### src/hdl/hdlc_fifo_cfg.svh
// Constants for the HDLC FIFO status block
`ifndef HDLC_FIFO_CFG_SVH
`define HDLC_FIFO_CFG_SVH

// ----------------------------------------------------------------
// Sizes
// ----------------------------------------------------------------
`define HF_DATA_W 8
`define HF_DEPTH 64
`define HF_AW 6
`define HF_CW 7
`define HF_DEPTH_CNT 7'h40
`define HF_ZERO_CNT 7'h00
`define HF_ONE_CNT 7'h01

// ----------------------------------------------------------------
// Status bit positions
// ----------------------------------------------------------------
`define RX_LIVE_HWM_BIT 1
`define RX_LIVE_DROP_BIT 2
`define RX_LAT_EOP_BIT 0
`define RX_LAT_HWM_BIT 1
`define RX_LAT_OVR_BIT 5
`define TX_LIVE_LWM_BIT 1
`define TX_LAT_EOP_BIT 0
`define TX_LAT_LWM_BIT 1
`define BA_MORE_BIT 7

// ----------------------------------------------------------------
// Reset values
// ----------------------------------------------------------------
`define STATUS_RST 8'h00
`define BA_RST 8'h00

`endif

### src/hdl/hdlc_fifo_pkg.sv
// Types shared by the HDLC FIFO status block
`include "hdlc_fifo_cfg.svh"

package hdlc_fifo_pkg;

   // ----------------------------------------------------------------
   // One FIFO entry: a byte and its end-of-packet mark
   // ----------------------------------------------------------------
   typedef struct packed {
      logic [`HF_DATA_W-1:0] data;
      logic eop;
   } hdlc_byte_t;

   // ----------------------------------------------------------------
   // Latched and live status of one direction
   // ----------------------------------------------------------------
   typedef struct packed {
      logic [7:0] live;
      logic [7:0] latched;
   } hdlc_status_t;

endpackage

### src/hdl/byte_fifo.sv
// Flip-flop FIFO with valid/ready on both sides and a flush
`timescale 1ns/10ps

module byte_fifo #(
   parameter int WIDTH = 9,
   parameter int DEPTH = 64
) (
   // Clock and reset
   input wire logic clock,
   input wire logic rst_n,
   input wire logic flush,
   // Fill side
   input wire logic in_valid,
   output logic in_ready,
   input wire logic [WIDTH-1:0] in_data,
   // Drain side
   output logic out_valid,
   input wire logic out_ready,
   output logic [WIDTH-1:0] out_data,
   // Occupancy
   output logic [$clog2(DEPTH):0] count
);
   localparam int AW = $clog2(DEPTH);

   logic [WIDTH-1:0] mem [DEPTH];
   logic [AW:0] wr_ptr;
   logic [AW:0] rd_ptr;
   logic push;
   logic pop;

   // ----------------------------------------------------------------
   // Flags
   // ----------------------------------------------------------------
   assign count = wr_ptr - rd_ptr;
   assign in_ready = (count != DEPTH[AW:0]);
   assign out_valid = (count != '0);
   assign push = in_valid && in_ready && !flush;
   assign pop = out_valid && out_ready && !flush;
   assign out_data = mem[rd_ptr[AW-1:0]];

   // ----------------------------------------------------------------
   // Pointers
   // ----------------------------------------------------------------
   always_ff @(posedge clock or negedge rst_n) begin
      if (!rst_n) begin
         wr_ptr <= '0;
         rd_ptr <= '0;
      end else if (flush) begin
         wr_ptr <= '0;
         rd_ptr <= '0;
      end else begin
         if (push) begin
            wr_ptr <= wr_ptr + 1'b1;
         end
         if (pop) begin
            rd_ptr <= rd_ptr + 1'b1;
         end
      end
   end

   // ----------------------------------------------------------------
   // Storage
   // ----------------------------------------------------------------
   // Data cells are not reset; the pointers make them unreadable
   always_ff @(posedge clock) begin
      if (push) begin
         mem[wr_ptr[AW-1:0]] <= in_data;
      end
   end

endmodule // byte_fifo

### src/hdl/hdlc_fifo_status.sv
// HDLC receive/transmit FIFO watermarks, byte counts and status
`timescale 1ns/10ps
`include "hdlc_fifo_cfg.svh"

module hdlc_fifo_status
   import hdlc_fifo_pkg::*;
(
   // Clock and reset
   input wire logic clock,
   input wire logic rst_n,
   // Watermark levels
   input wire logic [6:0] rx_fifo_watermark_ctrl,
   input wire logic [6:0] tx_fifo_watermark_ctrl,
   // Receive bytes from the deframer
   input wire logic rx_in_valid,
   input wire hdlc_byte_t rx_in,
   // Receive host read
   output logic rx_rd_valid,
   input wire logic rx_rd_ready,
   output hdlc_byte_t rx_rd_data,
   output logic [7:0] rx_bytes_available,
   // Transmit host write
   input wire logic tx_wr_valid,
   output logic tx_wr_ready,
   input wire hdlc_byte_t tx_wr_data,
   input wire logic tx_space_rd,
   output logic [6:0] tx_space_available,
   // Transmit bytes to the framer
   output logic tx_out_valid,
   input wire logic tx_out_ready,
   output hdlc_byte_t tx_out_data,
   // Status, clear and masks
   output hdlc_status_t rx_status,
   output hdlc_status_t tx_status,
   input wire logic rx_status_wr,
   input wire logic [7:0] rx_status_wdata,
   input wire logic tx_status_wr,
   input wire logic [7:0] tx_status_wdata,
   input wire logic [7:0] rx_irq_mask_five,
   input wire logic [7:0] tx_irq_mask_two,
   // Interrupt
   output logic irq_n
);

   // ----------------------------------------------------------------
   // Functions
   // ----------------------------------------------------------------
   // Set wins over a clear arriving in the same cycle
   function automatic logic [7:0] latch_update(input logic [7:0] cur,
                                               input logic [7:0] set,
                                               input logic clr,
                                               input logic [7:0] mask);
      logic [7:0] keep;
      keep = clr ? ~mask : 8'hFF;
      return (cur & keep) | set;
   endfunction

   // Counter step, wrapping at the counter width
   function automatic logic [`HF_CW-1:0] step_cnt(
      input logic [`HF_CW-1:0] v);
      return v + `HF_ONE_CNT;
   endfunction

   // ----------------------------------------------------------------
   // Declarations
   // ----------------------------------------------------------------
   logic rx_in_ready;
   logic [`HF_CW-1:0] rx_occ;
   logic [`HF_CW-1:0] tx_occ;
   logic drop_pkt;
   logic overrun;
   logic rx_push;
   logic rx_pop;
   logic tx_pop;
   logic [`HF_CW-1:0] wr_total;
   logic [`HF_CW-1:0] rd_total;
   logic [`HF_CW-1:0] eop_pos [`HF_DEPTH];
   logic [`HF_CW-1:0] eop_wr;
   logic [`HF_CW-1:0] eop_rd;
   logic rx_hwm;
   logic tx_lwm;
   logic rx_hwm_q;
   logic tx_lwm_q;
   logic [7:0] rx_live;
   logic [7:0] tx_live;
   logic [7:0] rx_lat;
   logic [7:0] tx_lat;
   logic [7:0] rx_set;
   logic [7:0] tx_set;
   logic [7:0] next_bytes_available;

   // ----------------------------------------------------------------
   // FIFOs
   // ----------------------------------------------------------------
   byte_fifo #(.WIDTH($bits(hdlc_byte_t)), .DEPTH(`HF_DEPTH)) rx_fifo (
      .clock(clock),
      .rst_n(rst_n),
      .flush(overrun),
      .in_valid(rx_push),
      .in_ready(rx_in_ready),
      .in_data(rx_in),
      .out_valid(rx_rd_valid),
      .out_ready(rx_rd_ready),
      .out_data(rx_rd_data),
      .count(rx_occ)
   );

   byte_fifo #(.WIDTH($bits(hdlc_byte_t)), .DEPTH(`HF_DEPTH)) tx_fifo (
      .clock(clock),
      .rst_n(rst_n),
      .flush(1'b0),
      .in_valid(tx_wr_valid),
      .in_ready(tx_wr_ready),
      .in_data(tx_wr_data),
      .out_valid(tx_out_valid),
      .out_ready(tx_out_ready),
      .out_data(tx_out_data),
      .count(tx_occ)
   );

   // ----------------------------------------------------------------
   // Receive overrun
   // ----------------------------------------------------------------
   // The deframer cannot stall, so a full FIFO means overrun
   assign overrun = rx_in_valid && !drop_pkt && !rx_in_ready;
   assign rx_push = rx_in_valid && !drop_pkt && rx_in_ready;
   assign rx_pop = rx_rd_valid && rx_rd_ready && !overrun;
   assign tx_pop = tx_out_valid && tx_out_ready;

   // Rest of the damaged packet is dropped up to its end mark
   always_ff @(posedge clock or negedge rst_n) begin
      if (!rst_n) begin
         drop_pkt <= 1'b0;
      end else if (overrun) begin
         drop_pkt <= !rx_in.eop;
      end else if (drop_pkt && rx_in_valid && rx_in.eop) begin
         drop_pkt <= 1'b0;
      end
   end

   // ----------------------------------------------------------------
   // Packet end tracking
   // ----------------------------------------------------------------
   // Queue of end positions; at most one per stored byte, never overflows
   always_ff @(posedge clock or negedge rst_n) begin
      if (!rst_n) begin
         wr_total <= `HF_ZERO_CNT;
         rd_total <= `HF_ZERO_CNT;
         eop_wr <= `HF_ZERO_CNT;
         eop_rd <= `HF_ZERO_CNT;
      end else if (overrun) begin
         wr_total <= `HF_ZERO_CNT;
         rd_total <= `HF_ZERO_CNT;
         eop_wr <= `HF_ZERO_CNT;
         eop_rd <= `HF_ZERO_CNT;
      end else begin
         if (rx_push) begin
            wr_total <= step_cnt(wr_total);
         end
         if (rx_push && rx_in.eop) begin
            eop_wr <= step_cnt(eop_wr);
         end
         if (rx_pop) begin
            rd_total <= step_cnt(rd_total);
         end
         if (rx_pop && rx_rd_data.eop) begin
            eop_rd <= step_cnt(eop_rd);
         end
      end
   end

   always_ff @(posedge clock) begin
      if (rx_push && rx_in.eop && !overrun) begin
         eop_pos[eop_wr[`HF_AW-1:0]] <= step_cnt(wr_total);
      end
   end

   // ----------------------------------------------------------------
   // Receive bytes available
   // ----------------------------------------------------------------
   always_comb begin
      if (eop_wr != eop_rd) begin
         // Up to and including the first stored end mark
         next_bytes_available =
            {1'b0, eop_pos[eop_rd[`HF_AW-1:0]] - rd_total};
      end else begin
         // Start or continuation, packet still open
         next_bytes_available = {rx_occ != `HF_ZERO_CNT, rx_occ};
      end
   end

   always_ff @(posedge clock or negedge rst_n) begin
      if (!rst_n) begin
         rx_bytes_available <= `BA_RST;
      end else begin
         rx_bytes_available <= next_bytes_available;
      end
   end

   // ----------------------------------------------------------------
   // Transmit space available
   // ----------------------------------------------------------------
   // Frozen during a host read so the value cannot tear
   always_ff @(posedge clock or negedge rst_n) begin
      if (!rst_n) begin
         tx_space_available <= `HF_DEPTH_CNT;
      end else if (!tx_space_rd) begin
         tx_space_available <= `HF_DEPTH_CNT - tx_occ;
      end
   end

   // ----------------------------------------------------------------
   // Watermarks and live status
   // ----------------------------------------------------------------
   assign rx_hwm = rx_occ > rx_fifo_watermark_ctrl;
   assign tx_lwm = tx_occ < tx_fifo_watermark_ctrl;

   // Receive live bits; unused positions read zero
   always_ff @(posedge clock or negedge rst_n) begin
      if (!rst_n) begin
         rx_live <= `STATUS_RST;
      end else begin
         rx_live <= `STATUS_RST;
         rx_live[`RX_LIVE_HWM_BIT] <= rx_hwm;
         rx_live[`RX_LIVE_DROP_BIT] <= drop_pkt || overrun;
      end
   end

   always_ff @(posedge clock or negedge rst_n) begin
      if (!rst_n) begin
         tx_live <= `STATUS_RST;
      end else begin
         tx_live <= `STATUS_RST;
         tx_live[`TX_LIVE_LWM_BIT] <= tx_lwm;
      end
   end

   // Previous levels, for the rising-edge event detect
   always_ff @(posedge clock or negedge rst_n) begin
      if (!rst_n) begin
         rx_hwm_q <= 1'b0;
         tx_lwm_q <= 1'b0;
      end else begin
         rx_hwm_q <= rx_hwm;
         tx_lwm_q <= tx_lwm;
      end
   end

   // ----------------------------------------------------------------
   // Latched status
   // ----------------------------------------------------------------
   always_comb begin
      rx_set = `STATUS_RST;
      tx_set = `STATUS_RST;
      rx_set[`RX_LAT_EOP_BIT] = rx_push && rx_in.eop;
      rx_set[`RX_LAT_HWM_BIT] = rx_hwm && !rx_hwm_q;
      rx_set[`RX_LAT_OVR_BIT] = overrun;
      tx_set[`TX_LAT_EOP_BIT] = tx_pop && tx_out_data.eop;
      tx_set[`TX_LAT_LWM_BIT] = tx_lwm && !tx_lwm_q;
   end

   always_ff @(posedge clock or negedge rst_n) begin
      if (!rst_n) begin
         rx_lat <= `STATUS_RST;
         tx_lat <= `STATUS_RST;
      end else begin
         rx_lat <= latch_update(rx_lat, rx_set, rx_status_wr,
                                rx_status_wdata);
         tx_lat <= latch_update(tx_lat, tx_set, tx_status_wr,
                                tx_status_wdata);
      end
   end

   assign rx_status = '{live: rx_live, latched: rx_lat};
   assign tx_status = '{live: tx_live, latched: tx_lat};

   // ----------------------------------------------------------------
   // Interrupt
   // ----------------------------------------------------------------
   // One cycle behind the latched bits, glitch free from a flop
   always_ff @(posedge clock or negedge rst_n) begin
      if (!rst_n) begin
         irq_n <= 1'b1;
      end else begin
         irq_n <= !(|(rx_lat & rx_irq_mask_five) ||
                    |(tx_lat & tx_irq_mask_two));
      end
   end

endmodule // hdlc_fifo_status

### config.mk
export PLATFORM = sky130hd
export DESIGN_NAME = hdlc_fifo_status
export DESIGN_NICKNAME = d
export VERILOG_FILES = /design/src/hdl/hdlc_fifo_pkg.sv /design/src/hdl/byte_fifo.sv /design/src/hdl/hdlc_fifo_status.sv
export VERILOG_INCLUDE_DIRS = /design/src /design/src/hdl
export SDC_FILE = /design/constraint.sdc
export NUM_CORES = 2
export LEC_CHECK = 0
export BUFFER_PORTS_ARGS = -buffer_cell sky130_fd_sc_hd__clkbuf_2
export CORE_AREA = 2 2 372 374
export DETAILED_ROUTE_END_ITERATION = 7
export DIE_AREA = 0 0 374 376
export PLACE_DENSITY = 0.65
export SYNTH_ARGS = -nofsm -noshare
export SYNTH_HDL_FRONTEND = slang
export SYNTH_SLANG_ARGS = --single-unit
### constraint.sdc
create_clock -name clock -period 5.6 [get_ports clock]
set_clock_uncertainty 0.2 [all_clocks]
set_input_delay 0.84 -clock clock [delete_from_list [all_inputs] [get_ports clock]]
set_output_delay 0.84 -clock clock [all_outputs]
set_load 0.05 [all_outputs]
==> results.md <==
* TritonCTS buffer count at roughly 170
* Grt total ovfl at 0
* Clock power frac at around 27%
* Vias in the first global route at 33400
* Library cells used by synthesis at 77
* Final std cell area, no fill at around 76000 µm²
* Crit path time final at around 5.3 ns
* Reg2reg path depth at 13
* Flops & latches, synth at between 1500 and 2000
* Max clock buf depth at 3
* Setup tns final at 0 ns
* Slew @ Worst Pin at between 1 and 1.5 ns
* Crit path buf inv count at 3
* Multi-input gate area at approximately 16000 µm²
* Register area share after synthesis at 74.3%
* CP max FO at 61
* Max-cap viol count at 0
* Cells after synthesis at 3328
* Worst VDD drop at approximately 0.56 mV
* Core Footprint at roughly 140000 µm²
* Layout area overhead at 12.7%
* Rows at 136
* # DRC at 0
* Die area at 141000 µm²
* Vias at between 30000 and 40000
* Crit start category: register
* Internal Power at ~27000 µW
* NumNets Final at between 3000 and 4000
* Total power at approximately 40000 µW
* Die Wd at about 370 µm
* Final core utilization at between 50% and 60%
* Leakage at about 0.025 µW
* Fill count at roughly 10000
* Port bufs at roughly 130
* Reg power frac at about two fifths
* Routed wire length at 153000 µm
* Critical setup path kind: register to output port
* Worst path slowest cell: mux4_2
* HPWL Detailed at roughly 93000 µm
* Final period util at 95.2%
* Clk root buf: clkbuf_16
* Critical path's top delay family: multiplexers
* Net Sw Power at ~14000 µW
* Die H at around 380 µm
* RSZ-0062 raised after global routing: no
* CP Cell Sequence: buf_12 > buf_4 > mux4_2 > mux4_2 > mux4_2 > clkbuf_2
* Logic pwr share at around a third
* Finish-stage setup viols at 0
* Largest net degree at the start of global routing at 130
* Sw Share at ~34%
* Post-CTS Setup Inserts at 0
* Synth warnings at 0
* Syn avg cell area at 20.4 µm²
* Clk Latency, worst-skew pair at a little under 0.8 ns
* CTS tree: yes
* CP Data Required Time at about 4.6 ns
* Crit path arrival time at between 4 and 5 ns
* Total Routing Usage GR at between 20% and 30%
* DR pass1 iterations at 6
* Post-synth EDFFs at 1600
* Starting density of the core at 49.6%
* H-tree depth at 4
* Post-DP Area at ~70000 µm²
* Max-slew headroom at roughly 18%
* Status: finished clean
* Crit. End Element: output port
* Storage element area at 50400 µm²
* Fmax at between 150 and 200 MHz
* FFs w/ async S/R, synth at around 5.4%
* Post-CTS Resized at 0
* Vias/cell at between 6 and 7
* Hold depth at 2
* Top FF cell, synth: edfxtp_1
* Antenna Nets Post-Route at 0
* Ratio of cells with drive above 1 in the final layout at 26.8%
* WP depth at 6
* Initial DRC Count at approximately 3900
* Initial antenna violation count at 5
* # IOs at approximately 140
* First-pass GRT wire length at roughly 230000 µm
* Final hold violation count at 0
* Mapped Area at 67700 µm²
* CTS sink count at between 1500 and 2000
* Final Slew Violations at 0
* PD cells at around 530 nW/µm²
* Most common cell on crit path: mux4_2
* Clk slew on worst S/H paths at roughly 0.060 ns
* Placer Congestion at around 0.84
* Routed length per instance at 27.8 µm
* Delay of the slowest critical-path stage at approximately 0.6 ns
* Worst Hold Class: input pin to register
per-layer routing:
layer,GRT usage [%],wire (µm),share of wire [%],vias up
li1,-,-,-,14100
met3,4.92,12700,8.3,204
met2,33.7,72500,47,1361
met4,6.27,3540,2.3,0
met1,31.8,64100,42,17500
met5,0,0,0,-
final timing paths:
check	startpoint	endpoint	slack, ns
min in group asynchronous	rst_n	rx_bytes_available[0]	0.46
min	rx_in_valid	drop_pkt	0.08
min reg2reg	tx_lwm_q	tx_lat[1]	0.27
max reg2reg	rx_fifo.wr_ptr[0]	eop_pos[41][3]	0.80
max	rx_fifo.rd_ptr[0]	rx_rd_data[3]	0.27
max in group asynchronous	rst_n	tx_fifo.rd_ptr[0]	3.51
registers in the layout (all words and copies together), names as in the netlist, 8 cells and up:
signal and flops:
rx_fifo.mem 576, tx_fifo.mem 576, eop_pos 448, rx_bytes_available 8
rx_lat 8, tx_lat 8
cell usage after synthesis, types with 5 or more instances:
cell      number  share of area, %
a21boi_0      13              0.14
a21o_1         9              0.10
a21oi_1       36              0.27
a22o_1        12              0.16
a22oi_1       10              0.11
a31oi_1       14              0.13
and3_1        16              0.15
buf_1         22              0.12
buf_2         61              0.45
buf_4         32              0.35
buf_6          7              0.12
clkbuf_1      77              0.43
dfrtp_1       90               3.3
edfxtp_1    1600                71
ha_1          40              0.74
inv_1         49              0.27
inv_2          6             0.033
mux2i_1      104               1.5
mux4_2       453                15
nand2_1      129              0.71
nand2b_1       7             0.065
nand3_1       27              0.20
nand3b_1       8             0.089
nand4_1       12              0.11
nor2_1       212               1.2
nor2b_1       10             0.092
nor3_1        23              0.17
nor4_1        13              0.12
o211ai_1       6             0.066
o21a_1         9              0.10
o21ai_0       35              0.26
o21ai_1        5             0.037
o221ai_1      11              0.14
o22ai_1        9             0.083
o31ai_1        9              0.10
or2_2          5             0.046
or3_1         15              0.14
or4_1         13              0.14
xnor2_1       32              0.41
xor2_1        16              0.21
final cells by class:
type | instances | area share, %
well taps | 1794 | 2.94
clock buffers | 222 | 5.96
multi-input cells | 1392 | 21.4
diodes | 2 | 0.00655
repair buffers | 265 | 2.36
inverters | 57 | 0.280
clock inverters | 80 | 1.13
flip-flops and latches | 1692 | 66.0
what timing repair did:
action | CTS | global route
hold buffers | 12 | 0
endpoints found under the hold margin | 65 | 0
endpoints found under the setup margin | 0 | 0
stage by stage:
| step | worst slack, ns | hold WS [ns] | instances |
|---|---|---|---|
| final | 0.266 | 0.0750 | 5504 |
| after CTS | 0.100 | 0.0212 | 5502 |
| after floorplan | 0.902 | 0.232 | 3340 |
| after global routing | 0.00547 | 0.0658 | 5502 |
| after global placement | 0.908 | 0.245 | 5188 |
| after detailed placement | 0.872 | 0.260 | 5188 |
logic make-up (layout without fill, tap and decap cells):
| kind of cell | count (synthesis) | after routing | synth area share [%] |
|---|---|---|---|
| flip-flops | 1692 | 1692 | 74.3 |
| other | 1 | 15 | 0.00554 |
| AO/OA/AOI/OAI | 213 | 213 | 2.22 |
| AND/OR/NAND/NOR | 513 | 513 | 3.53 |
| adder cells (fa/ha/maj) | 43 | 43 | 0.827 |
| buffers and inverters | 256 | 624 | 1.79 |
| multiplexers | 561 | 561 | 16.7 |
| XOR/XNOR | 49 | 49 | 0.645 |
cell usage in the layout, fill, tap and decap left out, types with 13 or more instances in the layout:
master and instances:
clkbuf_1 44, clkinv_1 26, clkbuf_16 172, clkbuf_2 127, nor4_1 13, and3_1 16
conb_1 13, o21ai_0 35, ha_1 39, nor3_1 23, clkinv_2 23, a31oi_1 14
bufinv_16 13, inv_1 48, or3_1 15, mux4_2 453, a21boi_0 13, or4_1 13
xnor2_1 30, nand3_1 27, xor2_1 13, nor2_1 212, mux2i_1 104, nand2_1 129
a21oi_1 36, dfrtp_1 82, edfxtp_1 1600, buf_4 118
power by group through the flow:
| stage | combinational (µW) | sequential [µW] | clock, µW |
|---|---|---|---|
| detailed placement | 14000 | 15800 | 0 |
| floorplan | 9610 | 15700 | 0 |
| global placement | 14000 | 15800 | 0 |
| global route | 14800 | 15600 | 11700 |
| CTS | 14100 | 15500 | 11200 |
| finish | 13900 | 15500 | 11100 |
(Power assumes the default switching activity.)
